### src/rtl/csf_pkg.sv
package csf_pkg;

  // ------------------------------------------------------------
  // register map
  // ------------------------------------------------------------
  localparam logic [6:0] CSF_STATUS_ADDR = 7'h03;
  localparam int CSF_ADDR_W = 7;

  // ------------------------------------------------------------
  // field positions in the status word
  // ------------------------------------------------------------
  localparam int CSF_BIT_C = 0;
  localparam int CSF_BIT_DC = 1;
  localparam int CSF_BIT_Z = 2;
  localparam int CSF_BIT_PD = 3;
  localparam int CSF_BIT_TO = 4;
  localparam int CSF_BIT_PAGE_LO = 5;
  localparam int CSF_BIT_SPARE = 7;

  // ------------------------------------------------------------
  // values after reset and paging
  // ------------------------------------------------------------
  // zero, nibble and carry flag bits are undefined at power-up; zero chosen
  localparam logic [7:0] CSF_STATUS_RESET = 8'h18;
  localparam logic [7:0] CSF_READ_MISS = 8'h00;
  localparam int CSF_PAGE_WORDS_LOG2 = 9;
  localparam int CSF_PROG_ADDR_W = 11;

  // ------------------------------------------------------------
  // types
  // ------------------------------------------------------------
  typedef struct packed {
    logic spare_page_bit;
    logic [1:0] page_select;
    logic watchdog_expired_n;
    logic sleep_entered_n;
    logic zero_flag;
    logic nibble_half_flag;
    logic carry_flag;
  } csf_status_t;

  // which flags the executing instruction computes
  typedef enum logic [2:0] {
    CSF_FOP_NONE = 3'h0,
    CSF_FOP_ZERO = 3'h1,
    CSF_FOP_ADD = 3'h2,
    CSF_FOP_SUB = 3'h3,
    CSF_FOP_ROTR = 3'h4,
    CSF_FOP_ROTL = 3'h5
  } csf_flag_op_t;

  typedef struct packed {
    logic valid;
    csf_flag_op_t flag_op;
    logic [7:0] file_operand;
    logic [7:0] work_operand;
    logic [7:0] logic_result;
  } csf_exec_t;

  typedef struct packed {
    logic en;
    logic [6:0] addr;
    logic [7:0] data;
  } csf_wr_t;

endpackage : csf_pkg

### src/rtl/csf_status_reg.sv
// What this block does
// [RQ1] status word lives at file address 03h and reads/writes like any file register
// [RQ2] instruction writes to zero, nibble and carry flags lose to flag logic
// [RQ3] instruction writes to watchdog-expired and sleep-entered flags are ignored
// [RQ4] clearing the status word zeroes upper three bits and sets zero flag
// [RQ5] software should alter the word only with bit set, bit clear, move
// [RQ6] bit 7 has no function; software should not use it as storage
// [RQ7] page_select picks one of four 512-word program pages
// [RQ8] without paging, software should not use page_select as general storage
// [RQ9] watchdog-expired reads 1 after power-up, kick, sleep; 0 on watchdog timeout
// [RQ10] sleep-entered reads 1 after power-up or kick; 0 after sleep
// [RQ11] zero flag set when operation result is zero, else cleared
// [RQ12] add: nibble flag is carry out of result bit 3
// [RQ13] subtract: nibble flag is inverted borrow from bit 3
// [RQ14] carry flag is add carry out, or subtract inverted borrow
// [RQ15] rotate right/left loads carry with operand lsb/msb
// [RQ16] flag updates and data write land together at end of the cycle
module csf_status_reg (
  // clock and reset
  input wire logic clk_in,
  input wire logic rst_b_in,
  // instruction execution
  input wire csf_pkg::csf_exec_t exec_in,
  input wire csf_pkg::csf_wr_t file_wr_in,
  // file read port
  input wire logic [csf_pkg::CSF_ADDR_W-1:0] file_rd_addr_in,
  output logic [7:0] file_rd_data_out,
  // power management and watchdog events
  input wire logic watchdog_kick_in,
  input wire logic sleep_exec_in,
  input wire logic watchdog_timeout_in,
  // status toward the core
  output csf_pkg::csf_status_t status_out,
  output logic [csf_pkg::CSF_PROG_ADDR_W-1:0] page_base_out
);
  import csf_pkg::*;

  // ------------------------------------------------------------
  // state
  // ------------------------------------------------------------
  csf_status_t status_reg;
  csf_status_t status_next;
  logic [7:0] rd_data_reg;
  logic [7:0] rd_data_next;
  logic [csf_pkg::CSF_PROG_ADDR_W-1:0] page_base_reg;
  logic [csf_pkg::CSF_PROG_ADDR_W-1:0] page_base_next;

  // ------------------------------------------------------------
  // arithmetic flag calculation
  // ------------------------------------------------------------
  logic [7:0] add_sum;
  logic add_c;
  logic add_dc;
  logic [7:0] sub_diff;
  logic sub_c;
  logic sub_dc;
  logic flag_z_new;
  logic flag_dc_new;
  logic flag_c_new;
  logic upd_z;
  logic upd_dc;
  logic upd_c;

  // subtract runs as f + ~w + 1, so each carry out is the inverted borrow
  csf_carry_add #(
    .WIDTH(8)
  ) i_add_full (
    .a_in(exec_in.file_operand),
    .b_in(exec_in.work_operand),
    .carry_in(1'b0),
    .sum_out(add_sum),
    .carry_out(add_c)
  );

  csf_carry_add #(
    .WIDTH(4)
  ) i_add_nib (
    .a_in(exec_in.file_operand[3:0]),
    .b_in(exec_in.work_operand[3:0]),
    .carry_in(1'b0),
    .sum_out(),
    .carry_out(add_dc)
  );

  csf_carry_add #(
    .WIDTH(8)
  ) i_sub_full (
    .a_in(exec_in.file_operand),
    .b_in(~exec_in.work_operand),
    .carry_in(1'b1),
    .sum_out(sub_diff),
    .carry_out(sub_c)
  );

  csf_carry_add #(
    .WIDTH(4)
  ) i_sub_nib (
    .a_in(exec_in.file_operand[3:0]),
    .b_in(~exec_in.work_operand[3:0]),
    .carry_in(1'b1),
    .sum_out(),
    .carry_out(sub_dc)
  );

  always_comb begin
    flag_z_new = 1'b0;
    flag_dc_new = 1'b0;
    flag_c_new = 1'b0;
    upd_z = 1'b0;
    upd_dc = 1'b0;
    upd_c = 1'b0;
    if (exec_in.valid) begin
      unique case (exec_in.flag_op)
        CSF_FOP_NONE: begin
        end
        CSF_FOP_ZERO: begin
          upd_z = 1'b1;
          flag_z_new = (exec_in.logic_result == 8'h00); // RQ11
        end
        CSF_FOP_ADD: begin
          upd_z = 1'b1;
          upd_dc = 1'b1;
          upd_c = 1'b1;
          flag_z_new = (add_sum == 8'h00); // RQ11
          flag_dc_new = add_dc; // RQ12
          flag_c_new = add_c; // RQ14
        end
        CSF_FOP_SUB: begin
          upd_z = 1'b1;
          upd_dc = 1'b1;
          upd_c = 1'b1;
          flag_z_new = (sub_diff == 8'h00); // RQ11
          flag_dc_new = sub_dc; // RQ13
          flag_c_new = sub_c; // RQ14
        end
        CSF_FOP_ROTR: begin
          upd_c = 1'b1;
          flag_c_new = exec_in.file_operand[0]; // RQ15
        end
        CSF_FOP_ROTL: begin
          upd_c = 1'b1;
          flag_c_new = exec_in.file_operand[7]; // RQ15
        end
        default: begin
        end
      endcase
    end
  end

  // ------------------------------------------------------------
  // next status word
  // ------------------------------------------------------------
  logic wr_hit;
  logic upd_any;
  csf_status_t wr_word;

  always_comb begin
    wr_hit = file_wr_in.en && (file_wr_in.addr == CSF_STATUS_ADDR); // RQ1
    upd_any = upd_z || upd_dc || upd_c;
    wr_word = csf_status_t'(file_wr_in.data);
    // sleep/watchdog flags are never taken from the data
    status_next = status_reg; // RQ3
    if (wr_hit) begin
      status_next.spare_page_bit = wr_word.spare_page_bit; // RQ1 RQ4
      status_next.page_select = wr_word.page_select; // RQ4 RQ7
      // any flag-updating op locks all three arithmetic bits, not only its own
      if (!upd_any) begin
        status_next.zero_flag = wr_word.zero_flag; // RQ2
        status_next.nibble_half_flag = wr_word.nibble_half_flag; // RQ2
        status_next.carry_flag = wr_word.carry_flag; // RQ2
      end
    end
    // flag logic overrides the data write in the same cycle
    if (upd_z) begin
      status_next.zero_flag = flag_z_new; // RQ2 RQ16
    end
    if (upd_dc) begin
      status_next.nibble_half_flag = flag_dc_new; // RQ2 RQ16
    end
    if (upd_c) begin
      status_next.carry_flag = flag_c_new; // RQ2 RQ16
    end
    // kick first, sleep next, timeout last so a timeout is never masked
    if (watchdog_kick_in) begin
      status_next.watchdog_expired_n = 1'b1; // RQ9
      status_next.sleep_entered_n = 1'b1; // RQ10
    end
    if (sleep_exec_in) begin
      status_next.watchdog_expired_n = 1'b1; // RQ9
      status_next.sleep_entered_n = 1'b0; // RQ10
    end
    if (watchdog_timeout_in) begin
      status_next.watchdog_expired_n = 1'b0; // RQ9
    end
  end

  // ------------------------------------------------------------
  // read port, one cycle latency, shows the updated word
  // ------------------------------------------------------------
  always_comb begin
    page_base_next = {status_next.page_select, {CSF_PAGE_WORDS_LOG2{1'b0}}}; // RQ7
    if (file_rd_addr_in == CSF_STATUS_ADDR) begin
      rd_data_next = status_next; // RQ1 RQ16
    end else begin
      rd_data_next = CSF_READ_MISS;
    end
  end

  // ------------------------------------------------------------
  // registers
  // ------------------------------------------------------------
  always_ff @(posedge clk_in or negedge rst_b_in) begin
    if (!rst_b_in) begin
      status_reg <= csf_status_t'(CSF_STATUS_RESET); // RQ9 RQ10
      rd_data_reg <= CSF_READ_MISS;
      page_base_reg <= {CSF_STATUS_RESET[CSF_BIT_PAGE_LO+1:CSF_BIT_PAGE_LO],
        {CSF_PAGE_WORDS_LOG2{1'b0}}};
    end else begin
      status_reg <= status_next;
      rd_data_reg <= rd_data_next;
      page_base_reg <= page_base_next;
    end
  end

  // ------------------------------------------------------------
  // outputs
  // ------------------------------------------------------------
  assign status_out = status_reg;
  assign file_rd_data_out = rd_data_reg;
  // own flop so the page base never waits on a decode after the status word
  assign page_base_out = page_base_reg; // RQ7

endmodule : csf_status_reg

// ------------------------------------------------------------
// carry-out adder shared by the add and subtract paths
// ------------------------------------------------------------
module csf_carry_add #(
  parameter int WIDTH = 8
) (
  // operands
  input wire logic [WIDTH-1:0] a_in,
  input wire logic [WIDTH-1:0] b_in,
  input wire logic carry_in,
  // result
  output logic [WIDTH-1:0] sum_out,
  output logic carry_out
);

  logic [WIDTH:0] total;

  always_comb begin
    total = {1'b0, a_in} + {1'b0, b_in} + {{WIDTH{1'b0}}, carry_in};
    sum_out = total[WIDTH-1:0];
    carry_out = total[WIDTH];
  end

endmodule : csf_carry_add

### config.mk
export PLATFORM = sky130hd
export DESIGN_NAME = csf_status_reg
export DESIGN_NICKNAME = d
export VERILOG_FILES = /design/src/rtl/csf_pkg.sv /design/src/rtl/csf_status_reg.sv
export SDC_FILE = /design/constraint.sdc
export NUM_CORES = 1
export LEC_CHECK = 0
export BUFFER_PORTS_ARGS = -buffer_cell sky130_fd_sc_hd__buf_2
export CORE_MARGIN = 2
export CORE_UTILIZATION = 25
export DETAILED_ROUTE_END_ITERATION = 8
export GPL_TIMING_DRIVEN = 0
export PLACE_DENSITY = 0.48
export SLEW_MARGIN = 40
export SYNTH_ARGS = -nofsm -noshare
export SYNTH_HDL_FRONTEND = slang
export SYNTH_SLANG_ARGS = --single-unit
### constraint.sdc
create_clock -name clk_in -period 1.2 [get_ports clk_in]
set_input_delay 0.24 -clock clk_in [delete_from_list [all_inputs] [get_ports clk_in]]
set_output_delay 0.24 -clock clk_in [all_outputs]
set_load 0.03 [all_outputs]
Yosys cells after proc, flatten, opt, wreduce, memory -nomap -nowiden
Index checks and enable logic that the tools add are counted.
Widths: inputs -> output; s select.
{"block": "totals", "ff_bits": 16, "in_bits": 56, "wordCells": 54}
{"block": "op_classes", "addsub": 6, "n_eq_ne": 7, "n_mux": 22, "bitwise_logic": 2, "reduce_logical": 9}
{"cell": "$logic_not 8->1", "n": 3}
{"cell": "$add 8x8->9", "n": 2}
{"cell": "$eq 7x2->1 const B", "n": 2}
{"cell": "$mux 1", "n": 13}
{"cell": "$add 4x4->5", "n": 2}
{"cell": "$add 9x1->9 const B", "n": 1}
{"cell": "$mux 3", "n": 3}
{"cell": "$mux 8", "n": 1}
{"cell": "$not 8->8", "n": 1}
{"cell": "$eq 3x2->1 const B", "n": 2}
{"cell": "$eq 3x3->1 const B", "n": 2}
{"cell": "$add 5x1->5 const B", "n": 1}
{"cell": "$mux 2", "n": 2}
{"cell": "$not 4->4", "n": 1}
{"cell": "$pmux 1 s4", "n": 1}
{"cell": "$reduce_or 4->1", "n": 1}
{"cell": "$eq 3x1->1 const B", "n": 1}
{"cell": "$pmux 1 s3", "n": 1}
{"cell": "$reduce_or 3->1", "n": 1}
{"cell": "$logic_or 1x1->1", "n": 2}
{"cell": "$pmux 1 s2", "n": 1}
{"cell": "$reduce_or 2->1", "n": 1}
{"cell": "$logic_and 1x1->1", "n": 1}

Longest topological paths before layout
Gate-level depths: netlist of the first run.
{"block": "depth", "ltp_word": 10, "depth_mapped": 10, "mapped_depth_nobuf": 9}

Modules after synthesis
A second synthesis of the first run with hierarchy kept.
{"block": "unflattened", "cells_unflattened": 213, "hier_area_um2": 1915.6}
{"mod": "csf_status_reg", "instances": 1, "cells_each": 98, "area_per_inst_um2": 947.2}
{"mod": "csf_carry_add (i_add_full)", "instances": 1, "cells_each": 41, "area_per_inst_um2": 349.1}
{"mod": "csf_carry_add (i_sub_full)", "instances": 1, "cells_each": 42, "area_per_inst_um2": 331.6}
{"mod": "csf_carry_add (i_add_nib ...)", "instances": 2, "cells_each": 16, "area_per_inst_um2": 143.9}

Worst setup path after synthesis of the first run
No wires, ideal clock.
{"block": "synth_timing", "kind": "input port to flip-flop", "startpoint": "input port exec_in[9] (netlist name)", "endpoint": "register rd_data_reg[2], in the netlist file_rd_data_out[2]", "setup_ns": 0.085, "arrival_time_ns": 2.206, "required_time_ns": 1.115, "setup_slack_ns": -1.091, "stages": 9, "path_buffers": 0, "cell_sequence": "inv_1 > ha_1 > nor2b_4 > o31a_4 > or3_4 > a21oi_2 > xnor2_1 > or4_1 > a31oi_1"}
{"block": "synth_between", "elab_chain_len": 8, "elab_cells_between_ends": 10, "classes_between": "3 x add/sub; 4 x mux; 1 x bitwise; 2 x reduce/logical"}
{"element": "from (decl)", "line": "csf_status_reg.sv:23", "source": "input wire csf_pkg::csf_exec_t exec_in,"}
{"element": "$not 8->8", "line": "csf_status_reg.sv:89", "source": ".b_in(~exec_in.work_operand),"}
{"element": "$add 8x8->9", "line": "csf_status_reg.sv:253", "source": "total = {1'b0, a_in} + {1'b0, b_in} + {{WIDTH{1'b0}}, carry_in};"}
{"element": "$add 9x1->9", "line": "csf_status_reg.sv:253"}
{"element": "$logic_not 8->1", "line": "csf_status_reg.sv:132", "source": "flag_z_new = (sub_diff == 8'h00);"}
{"element": "$pmux 1 s3 (*)", "line": "csf_status_reg.sv:113", "source": "unique case (exec_in.flag_op)"}
{"element": "$mux 1 (*)", "line": "csf_status_reg.sv:112", "source": "if (exec_in.valid) begin"}
{"element": "$mux 1 (*)", "line": "csf_status_reg.sv:174", "source": "if (upd_z) begin"}
{"element": "$mux 8 (*)", "line": "csf_status_reg.sv:202", "source": "if (file_rd_addr_in == CSF_STATUS_ADDR) begin"}
{"element": "net rd_data_next[2]", "line": "csf_status_reg.sv:44", "source": "logic [7:0] rd_data_next;"}
{"element": "to (signal assigned)", "line": "csf_status_reg.sv:220", "source": "rd_data_reg <= rd_data_next;"}
{"element": "to (decl)", "line": "csf_status_reg.sv:43", "source": "logic [7:0] rd_data_reg;"}
Mark *: on every way through the listed nets, which the timed path passes. The rest lies on a longest branch.

Worst setup path in the final report of the first run
Ends and elaborated chain as after synthesis.

==> out/metrics.yaml, run 1 <==
status:
  status: "finished, violations left"
  violations: "setup timing"
grt:
  grt_pass1_vias: 1423
  grt_max_degree: 17
  antenna_found_initial: 0
  grt_pass1_wl_mm: 6.768
  grt.total_usage_pct: 11.75
  grt-ovfl-total: 0
routing:
  avgRoutedWirePerCell_um: 12.75
  drc: 0
  wl_mm: 4.513
  vias: 1600
  first_pass_iters: 4
  antenna_left: 0
  via_per_inst: 4.520
  drt_iter0_markers: 32
setup_path:
  cp_max_fo: 2
  regToRegSetupSlack_ns: -0.23
  r2r_end: "file_rd_data_out[2]"
  cp.required_ns: 1.35
  crit_type: "in2reg"
  rr_worst_depth: 4
  path_cells: "buf_8 > inv_4 > ha_4 > nor2b_4 > o31a_4 > or3_4 > a21oi_2 > xnor2_1 > or4_4 > a31oi_4"
  crit_start: "exec_in[9]"
  rr_startpoint: "status_out[2]"
  crit_cells: 10
  path_buf_inv: 2
  start_kind: "primary input"
  slowest_delay_ns: 0.55
  critPathTopFamily: "simple AND/OR/NAND/NOR gates"
  end_kind: "flip-flop"
  arrival_ns: 2.34
  cp_slowest_cell: "or4_4"
yosys:
  ys_top_cells_by_area: "dfrtp_1, ha_1, buf_4, nor2_1, inv_1"
  synth_top_area_share_pct: 22.47
  ys.flop_type: "dfrtp_1"
  synth_top_cells_by_count: "ha_1, nor2_1, inv_1"
  async_flop_share_pct: 100.0
  yosysTopAreaCell: "dfrtp_1"
  synthesis.area_um2: 1559
  avgSynthCellArea_um2: 8.858
  ys_ff_latch: 16
  ys_types: 48
  syn_inst: 176
  ys_warn_count: 0
  synth_edf_count: 0
  ys_seq_area_share_pct: 25.84
pwr:
  leakage_nw: 1.289
  total_power_mw: 2.049
  ir_drop_v: 0.0004669
  cellPowerDensity_nw_per_um2: 773.1
clocking:
  clock_path_buffers: 2
  root_buffer: "clkbuf_8"
  cts_buffers: 3
  clock_latency_ns: 0.24
  clk_pin_slew_ns: 0.05
  cts.sinks: 16
  cts_tree: "built"
  htree_levels: 1
hold_path:
  whs_endpoint: "status_out[4]"
  min-delay-start: "watchdog_timeout_in"
  min_path_cells: 2
  hold_class: "in2reg"
timing:
  rsz0062_at_grt: "true"
  slew_headroom_pct: 65.13
  fmax_mhz: 458.1
  period_needed_ns: 2.183
  fin_crit_sh_pct: 181.9
  layout_setup_ws_ns: -0.9831
  slew_violations: 0
  tightest_slew_ns: 0.5176
  finalHoldViolations: 0
  skew_ns: 0.0003210
  finalSetupViolCount: 9
floorplanning:
  die_y_um: 82.97
  num_io_pins: 83
  initial_core_util_pct: 26.02
  dieArea_um2: 6884
  rows: 28
  die_w_um: 82.97
  core_um2: 5991
final_layout:
  area_delta_synth_final_pct: 69.98
  final_nets: 354
  num_antenna_cells: 0
  multi_input_area_um2: 1290
  nFillCells: 606
  instances_no_fill: 354
  drive_gt1_share_pct: 58.06
  fin_util_pct: 44.24
  seqCellArea_um2: 402.9
flow_run:
  cap_violations: 0
placement:
  gp_congestion: 0.7582
  pre_cts_slack_ns: -1.319
  placedCellCount: 329
  port_buffers: 70
  hpwl_mm: 3.389
==> worst max-delay path by stage <==
stage	endpoint	slack, ns
final	file_rd_data_out[2]	-0.98
after global placement	file_rd_data_out[2]	-1.32
after global routing	file_rd_data_out[2]	-1.06
after detailed placement	file_rd_data_out[2]	-1.32
after floorplan	file_rd_data_out[2]	-1.01
after CTS	file_rd_data_out[2]	-0.94
==> repair_timing <==
| item | CTS | global route |
|---|---|---|
| setup endpoints to repair | 11 | 11 |
| setup buffers | 15 | 9 |
| hold buffers | 1 | 0 |
| endpoints found under the hold margin | 14 | 0 |
| resized for setup | 32 | 36 |
| pin swaps | 21 | 17 |
==> sequential cells by signal (all words and copies together) (netlist names) <==
signal	flops
page_base_out	2
file_rd_data_out	8
status_out	6
==> placed cells by master (no fill, tap or decap), types with 3 or more instances in the layout <==
cell type / netlist / routed
buf_2: 1 / 56
nand2b_1: 4 / 3
inv_4: 0 / 4
inv_1: 15 / 10
ha_4: 0 / 6
xnor2_1: 3 / 3
a21oi_2: 1 / 4
mux2_2: 3 / 3
ha_1: 17 / 9
nor2_1: 17 / 14
nor2b_1: 6 / 5
conb_1: 1 / 9
nor3_1: 7 / 5
o21a_1: 3 / 3
clkbuf_8: 0 / 3
nand2_1: 4 / 4
buf_6: 4 / 16
dfrtp_1: 14 / 14
a21oi_1: 10 / 6
nor2_2: 0 / 3
nor4_1: 4 / 3
buf_4: 12 / 33
==> metal layers <==
metal | vias up | routed length, µm | GRT usage (%)
met5 | - | 0 | 0
met4 | 0 | 0 | 0.8942
met3 | 0 | 217 | 2.485
met2 | 46 | 2268 | 20.60
met1 | 743 | 2026 | 15.46
li1 | 811 | - | -
==> worst register-to-register path: stages, from the launching register on <==
cell and delay (ns):
dfrtp_1 0.34, mux2_1 0.16, o21ai_1 0.11, or4_4 0.58, a31oi_4 0.17
==> cell type report <==
type,count,area share [%]
Tap cell,75,3.541
Inverter,16,2.644
Clock buffer,4,1.700
Multi-Input combinational cell,135,48.68
Timing Repair Buffer,94,24.22
Buffer,14,4.013
Sequential cell,16,15.20
==> kinds of logic (layout without fill, tap and decap cells) <==
family	count (synthesis)	after routing	synth area share (%)
AND/OR/NAND/NOR	56	56	19.90
AO/OA/AOI/OAI	40	40	18.70
buffers and inverters	33	128	12.84
adder cells (fa/ha/maj)	18	18	14.93
flip-flops	16	16	25.84
XOR/XNOR	6	6	3.371
multiplexers	6	6	4.173
other	1	9	0.2405
==> per-stage QoR <==
stage | area [µm²] | TNS, ns | hold WS, ns
floorplan | 1699 | -3.767 | -0.05559
global placement | 2143 | -7.626 | 0.1703
global route | 2650 | -4.705 | 0.1199
CTS | 2432 | -4.027 | 0.1174
finish | 2650 | -4.113 | 0.1255
detailed placement | 2143 | -7.818 | 0.1700
==> where the power goes <==
part / switching, mW / internal, mW
combinational: 0.543 / 0.520
sequential: 0.0144 / 0.573
clock: 0.163 / 0.235
Note: power is estimated with default switching activity, not from simulation.
==> run 2: changes to the inputs <==
- CORE_UTILIZATION: 25 -> 41
- PLACE_DENSITY: 0.48 -> 0.74
==> out/metrics.yaml, run 2 (synthesis gave the netlist of run 1 again) <==
placement:
  place_area_um2: 2110  # -1.6%
  hpwl_mm: 3.102  # -8.5%
  placedCellCount: 302  # -8.2%
  gp_congestion: 0.8035  # +6.0%
  port_buffers: 70  # unchanged
setup_path:
  arrival_ns: 2.31  # -0.03 ns
  cp_max_fo: 2  # unchanged
  cp.required_ns: 1.37  # +0.02 ns
  regToRegSetupSlack_ns: -0.21  # +0.02 ns
  r2r_end: "file_rd_data_out[2]"
  rr_startpoint: "status_out[2]"
  start_kind: "primary input"
  rr_worst_depth: 3  # -1
  cp_slowest_cell: "or4_4"
  path_cells: "buf_8 > inv_4 > ha_4 > nor2b_4 > o31a_4 > or3_4 > a21oi_2 > xnor2_1 > or4_4 > a31oi_4"
  crit_cells: 10  # unchanged
  path_buf_inv: 2  # unchanged
  critPathTopFamily: "simple AND/OR/NAND/NOR gates"
  end_kind: "flip-flop"
  crit_type: "in2reg"
  slowest_delay_ns: 0.56  # about the same
floorplanning:
  initial_core_util_pct: 42.58  # +17 points
  die_w_um: 65.67  # -21%
  dieArea_um2: 4312  # -37%
  core_um2: 3661  # -39%
  num_io_pins: 83  # unchanged
  rows: 22  # -21%
  die_y_um: 65.67  # -21%
hold_path:
  min_path_cells: 2  # unchanged
  min-delay-start: "watchdog_timeout_in"
  whs_endpoint: "status_out[4]"
  hold_class: "in2reg"
timing:
  period_needed_ns: 2.144  # -0.03927 ns
  rsz0062_at_grt: "true"
  fin_crit_sh_pct: 178.7  # -3.3 points
  fmax_mhz: 466.5  # +1.8%
  finalSetupViolCount: 9  # unchanged
  slew_violations: 0  # unchanged
  skew_ns: 0.003284  # +0.002963 ns
  finalHoldViolations: 0  # unchanged
  tightest_slew_ns: 0.5301  # +0.01252 ns
  layout_setup_ws_ns: -0.9438  # +0.03927 ns
  slew_headroom_pct: 64.29  # -0.84 points
pwr:
  leakage_nw: 1.286  # -0.24%
  ir_drop_v: 0.0006274  # +34%
  total_power_mw: 2.099  # +2.4%
  cellPowerDensity_nw_per_um2: 813.8  # +5.3%
final_layout:
  nFillCells: 283  # -53%
  finalInstanceArea_um2: 2579  # -2.7%
  final_nets: 354  # unchanged
  layout_common_cells: "buf_2, buf_4, nor2_1, dfrtp_1, buf_6"
  num_antenna_cells: 0  # unchanged
  drive_gt1_share_pct: 56.27  # -1.8 points
  final_common_cell: "buf_2"
  largest_reg_flops: 8  # unchanged
  instances_no_fill: 327  # -7.6%
  area_delta_synth_final_pct: 65.41
routing:
  first_pass_iters: 6  # +2
  avgRoutedWirePerCell_um: 14.25  # +12%
  drt_iter0_markers: 47  # +47%
  wl_mm: 4.659  # +3.2%
  via_per_inst: 5.110  # +13%
  vias: 1671  # +4.4%
  antenna_left: 0  # unchanged
  drc: 0  # unchanged
clocking:
  cts_tree: "built"
  clock_path_buffers: 2  # unchanged
  htree_levels: 1  # unchanged
  clk_pin_slew_ns: 0.06  # about the same
  root_buffer: "clkbuf_8"
  cts_buffers: 3  # unchanged
  cts.sinks: 16  # unchanged
  clock_latency_ns: 0.25  # about the same
status:
  status: "finished, violations left"
  violations: "setup timing"
grt:
  grt.total_usage_pct: 18.32  # +6.6 points
  antenna_found_initial: 0  # unchanged
  grt_pass1_wl_mm: 6.106  # -9.8%
  grt_pass1_vias: 1431  # +0.56%
  grt_max_degree: 17  # unchanged
  grt-ovfl-total: 0  # unchanged
flow_run:
  cap_violations: 0  # unchanged
-- run 2: layout make-up --
| type | count | area (µm²) | share of cell area [%] |
|---|---|---|---|
| Sequential cell | 16 | 402.9 | 15.62 |
| Inverter | 16 | 72.57 | 2.814 |
| Clock buffer | 4 | 55.05 | 2.135 |
| Buffer | 14 | 106.4 | 4.124 |
| Multi-Input combinational cell | 135 | 1256 | 48.71 |
| Tap cell | 48 | 60.06 | 2.329 |
| Timing Repair Buffer | 94 | 625.6 | 24.26 |
-- run 2: worst max-delay path by stage --
| stage | endpoint | slack [ns] | startpoint |
|---|---|---|---|
| 4_1_cts | file_rd_data_out[2] | -0.93 | exec_in[9] |
| 2_1_floorplan | file_rd_data_out[2] | -1.01 | exec_in[17] |
| 3_5_place_dp | file_rd_data_out[2] | -1.31 | exec_in[20] |
| 6_report | file_rd_data_out[2] | -0.94 | exec_in[9] |
| 5_1_grt | file_rd_data_out[2] | -1.00 | exec_in[13] |
| 3_3_place_gp | file_rd_data_out[2] | -1.28 | exec_in[9] |
-- run 2: layer usage --
metal | global-route usage, % | vias to the layer above | routed length [µm]
met5 | 0 | - | 0
met2 | 32.45 | 81 | 2404
met3 | 3.596 | 6 | 342
met1 | 22.03 | 768 | 1835
li1 | - | 816 | -
met4 | 5.990 | 0 | 76
-- run 2: timing repair --
action,CTS,global route
hold buffers,1,0
gates cloned,0,0
hold endpoints to repair,14,0
resized for setup,29,29
setup buffers,16,11
setup endpoints to repair,11,12
pin swaps,22,27
-- run 2: power by group --
| group | switching, mW | internal, mW | leakage (nW) |
|---|---|---|---|
| Sequential | 0.0154 | 0.573 | 0.211 |
| Clock | 0.169 | 0.291 | 0.0288 |
| Combinational | 0.547 | 0.503 | 1.05 |
-- run 2: stage by stage --
| step | utilization, % | TNS (ns) | hold WS [ns] | worst slack (ns) |
|---|---|---|---|---|
| 3_3_place_gp | 57.62 | -6.910 | 0.1583 | -1.278 |
| 6_report | 70.44 | -4.553 | 0.1188 | -0.9438 |
| 4_1_cts | 65.52 | -4.449 | 0.1092 | -0.9254 |
| 2_1_floorplan | - | -3.767 | -0.05559 | -1.011 |
| 5_1_grt | 70.44 | -4.904 | 0.1200 | -1.003 |
| 3_5_place_dp | 57.62 | -7.170 | 0.1607 | -1.305 |
==> run 3: changes to the inputs <==
- CORE_MARGIN: 2 -> not set
==> out/metrics.yaml, run 3 (synthesis gave the netlist of run 1 again) <==
status:
  status: "finished, violations left"
  violations: "setup timing"
final_layout:
  layout_common_cells: "buf_2, buf_4, nor2_1, dfrtp_1"
  area_delta_synth_final_pct: 57.38
  finalInstanceArea_um2: 2454  # -4.9%
  final_nets: 348  # -1.7%
  num_antenna_cells: 0  # unchanged
  final_common_cell: "buf_2"
  nFillCells: 291  # +2.8%
  instances_no_fill: 321  # -1.8%
  drive_gt1_share_pct: 51.28  # -5.0 points
  largest_reg_flops: 8  # unchanged
setup_path:
  cp.required_ns: 1.36  # about the same
  crit_type: "in2reg"
  arrival_ns: 2.28  # -0.03 ns
  crit_top_cell: "buf_6"
  cp_max_fo: 6  # +4
  end_kind: "flip-flop"
  cp_slowest_cell: "or4_1"
  path_buf_inv: 4  # +2
  critPathTopFamily: "compound AO/OA/AOI/OAI gates"
  path_cells: "buf_6 > inv_4 > ha_4 > buf_6 > inv_6 > a221oi_4 > o41ai_4 > o311ai_1 > o41ai_1 > or4_1 > a31oi_1"
  slowest_delay_ns: 0.50  # -0.06 ns
  start_kind: "primary input"
floorplanning:
  initial_core_util_pct: 42.58  # unchanged
  rows: 22  # unchanged
  dieArea_um2: 4053  # -6.0%
  num_io_pins: 83  # unchanged
  die_y_um: 63.67  # -3.0%
  core_um2: 3661  # unchanged
  die_w_um: 63.67  # -3.0%
routing:
  vias: 1599  # -4.3%
  drc: 0  # unchanged
  drt_iter0_markers: 68  # +45%
  dr_wl_met2_mm: 1.941  # -19%
  avgRoutedWirePerCell_um: 12.35  # -13%
  wl_met1_mm: 1.799  # -2.0%
  antenna_left: 0  # unchanged
  via_per_inst: 4.981  # -2.5%
  wl_mm: 3.964  # -15%
  top_layer: "met4"
  first_pass_iters: 4  # -2
  route.met3.wl_um: 214  # -37%
timing:
  finalSetupViolCount: 7  # -2
  skew_ns: 0.0001119  # -0.003172 ns
  layout_setup_ws_ns: -0.9157  # +0.02810 ns
  finalHoldViolations: 0  # unchanged
  period_needed_ns: 2.116  # -0.02810 ns
  slew_violations: 0  # unchanged
  fmax_mhz: 472.7  # +1.3%
  fin_crit_sh_pct: 176.3  # -2.3 points
  setup_tns_ns: -3.540  # +1.013 ns
  rsz0062_at_grt: "true"
placement:
  hpwl_mm: 2.926  # -5.7%
  port_buffers: 70  # unchanged
  place_area_um2: 2110  # unchanged
  placedCellCount: 302  # unchanged
  gp_congestion: 0.8416  # +4.7%
flow_run:
  cap_violations: 0  # unchanged
grt:
  grt.total_usage_pct: 18.85  # +0.53 points
  antenna_found_initial: 0  # unchanged
  grt-ovfl-total: 0  # unchanged
  grt_pass1_wl_mm: 6.009  # -1.6%
  grt_max_degree: 17  # unchanged
  grt_pass1_vias: 1363  # -4.8%
clocking:
  clock_path_buffers: 2  # unchanged
  cts_tree: "built"
  cts_buffers: 3  # unchanged
  htree_levels: 1  # unchanged
  clk_pin_slew_ns: 0.05  # about the same
  root_buffer: "clkbuf_8"
  clock_latency_ns: 0.24  # about the same
  cts.sinks: 16  # unchanged
pwr:
  ir_drop_v: 0.0004306  # -31%
  leakage_nw: 1.237  # -3.8%
  cellPowerDensity_nw_per_um2: 795.7  # -2.2%
  total_power_mw: 1.952  # -7.0%
hold_path:
  hold_class: "in2reg"
## run 3: final cells by class
class                      count  area, µm²  share of cell area, %
clock buffer                   4      45.04                  1.836
timing repair buffer          87      561.8                  22.90
inverter                      16      72.57                  2.958
tap                           48      60.06                  2.448
buffer                        15      117.6                  4.793
multi-input combinational    135       1194                  48.65
sequential                    16      402.9                  16.42
## run 3: what timing repair did
action | 4_1_cts | 5_1_grt
buffers inserted | 7 | 10
resized for setup | 7 | 34
hold buffers | 1 | 0
setup endpoints to repair | 9 | 14
hold endpoints to repair | 14 | 0
pin swaps | 9 | 15
## run 3: final timing paths
kind                       cells past startpoint             endpoint           startpoint  slack (ns)
hold / removal                                 2        status_out[4]  watchdog_timeout_in        0.13
setup reg to reg                               4  file_rd_data_out[2]        status_out[2]       -0.22
min in group asynchronous                      2  file_rd_data_out[5]             rst_b_in        0.42
setup / recovery                              11  file_rd_data_out[2]          exec_in[12]       -0.92
max in group asynchronous                      2        status_out[3]             rst_b_in        0.47
hold reg to reg                                2        status_out[3]        status_out[3]        0.54
## run 3: where the power goes
part           switching [mW]  leakage (nW)  internal [mW]
registers              0.0153         0.211          0.573
clock network           0.164        0.0228          0.235
logic                   0.502          1.00          0.464
## run 3: per-layer routing
| metal | vias to the layer above | global-route usage (%) |
|---|---|---|
| li1 | 802 | - |
| met1 | 743 | 24.44 |
| met2 | 52 | 31.78 |
| met3 | 2 | 4.529 |
| met4 | 0 | 3.409 |
| met5 | - | 0 |
## run 3: through the flow
stage / hold WS (ns) / utilization (%) / worst slack, ns
floorplan: -0.05559 / - / -1.011
global placement: 0.1582 / 57.62 / -1.274
detailed placement: 0.1597 / 57.62 / -1.296
CTS: 0.1255 / 61.35 / -1.011
global route: 0.1272 / 67.02 / -1.059
finish: 0.1322 / 67.02 / -0.9157
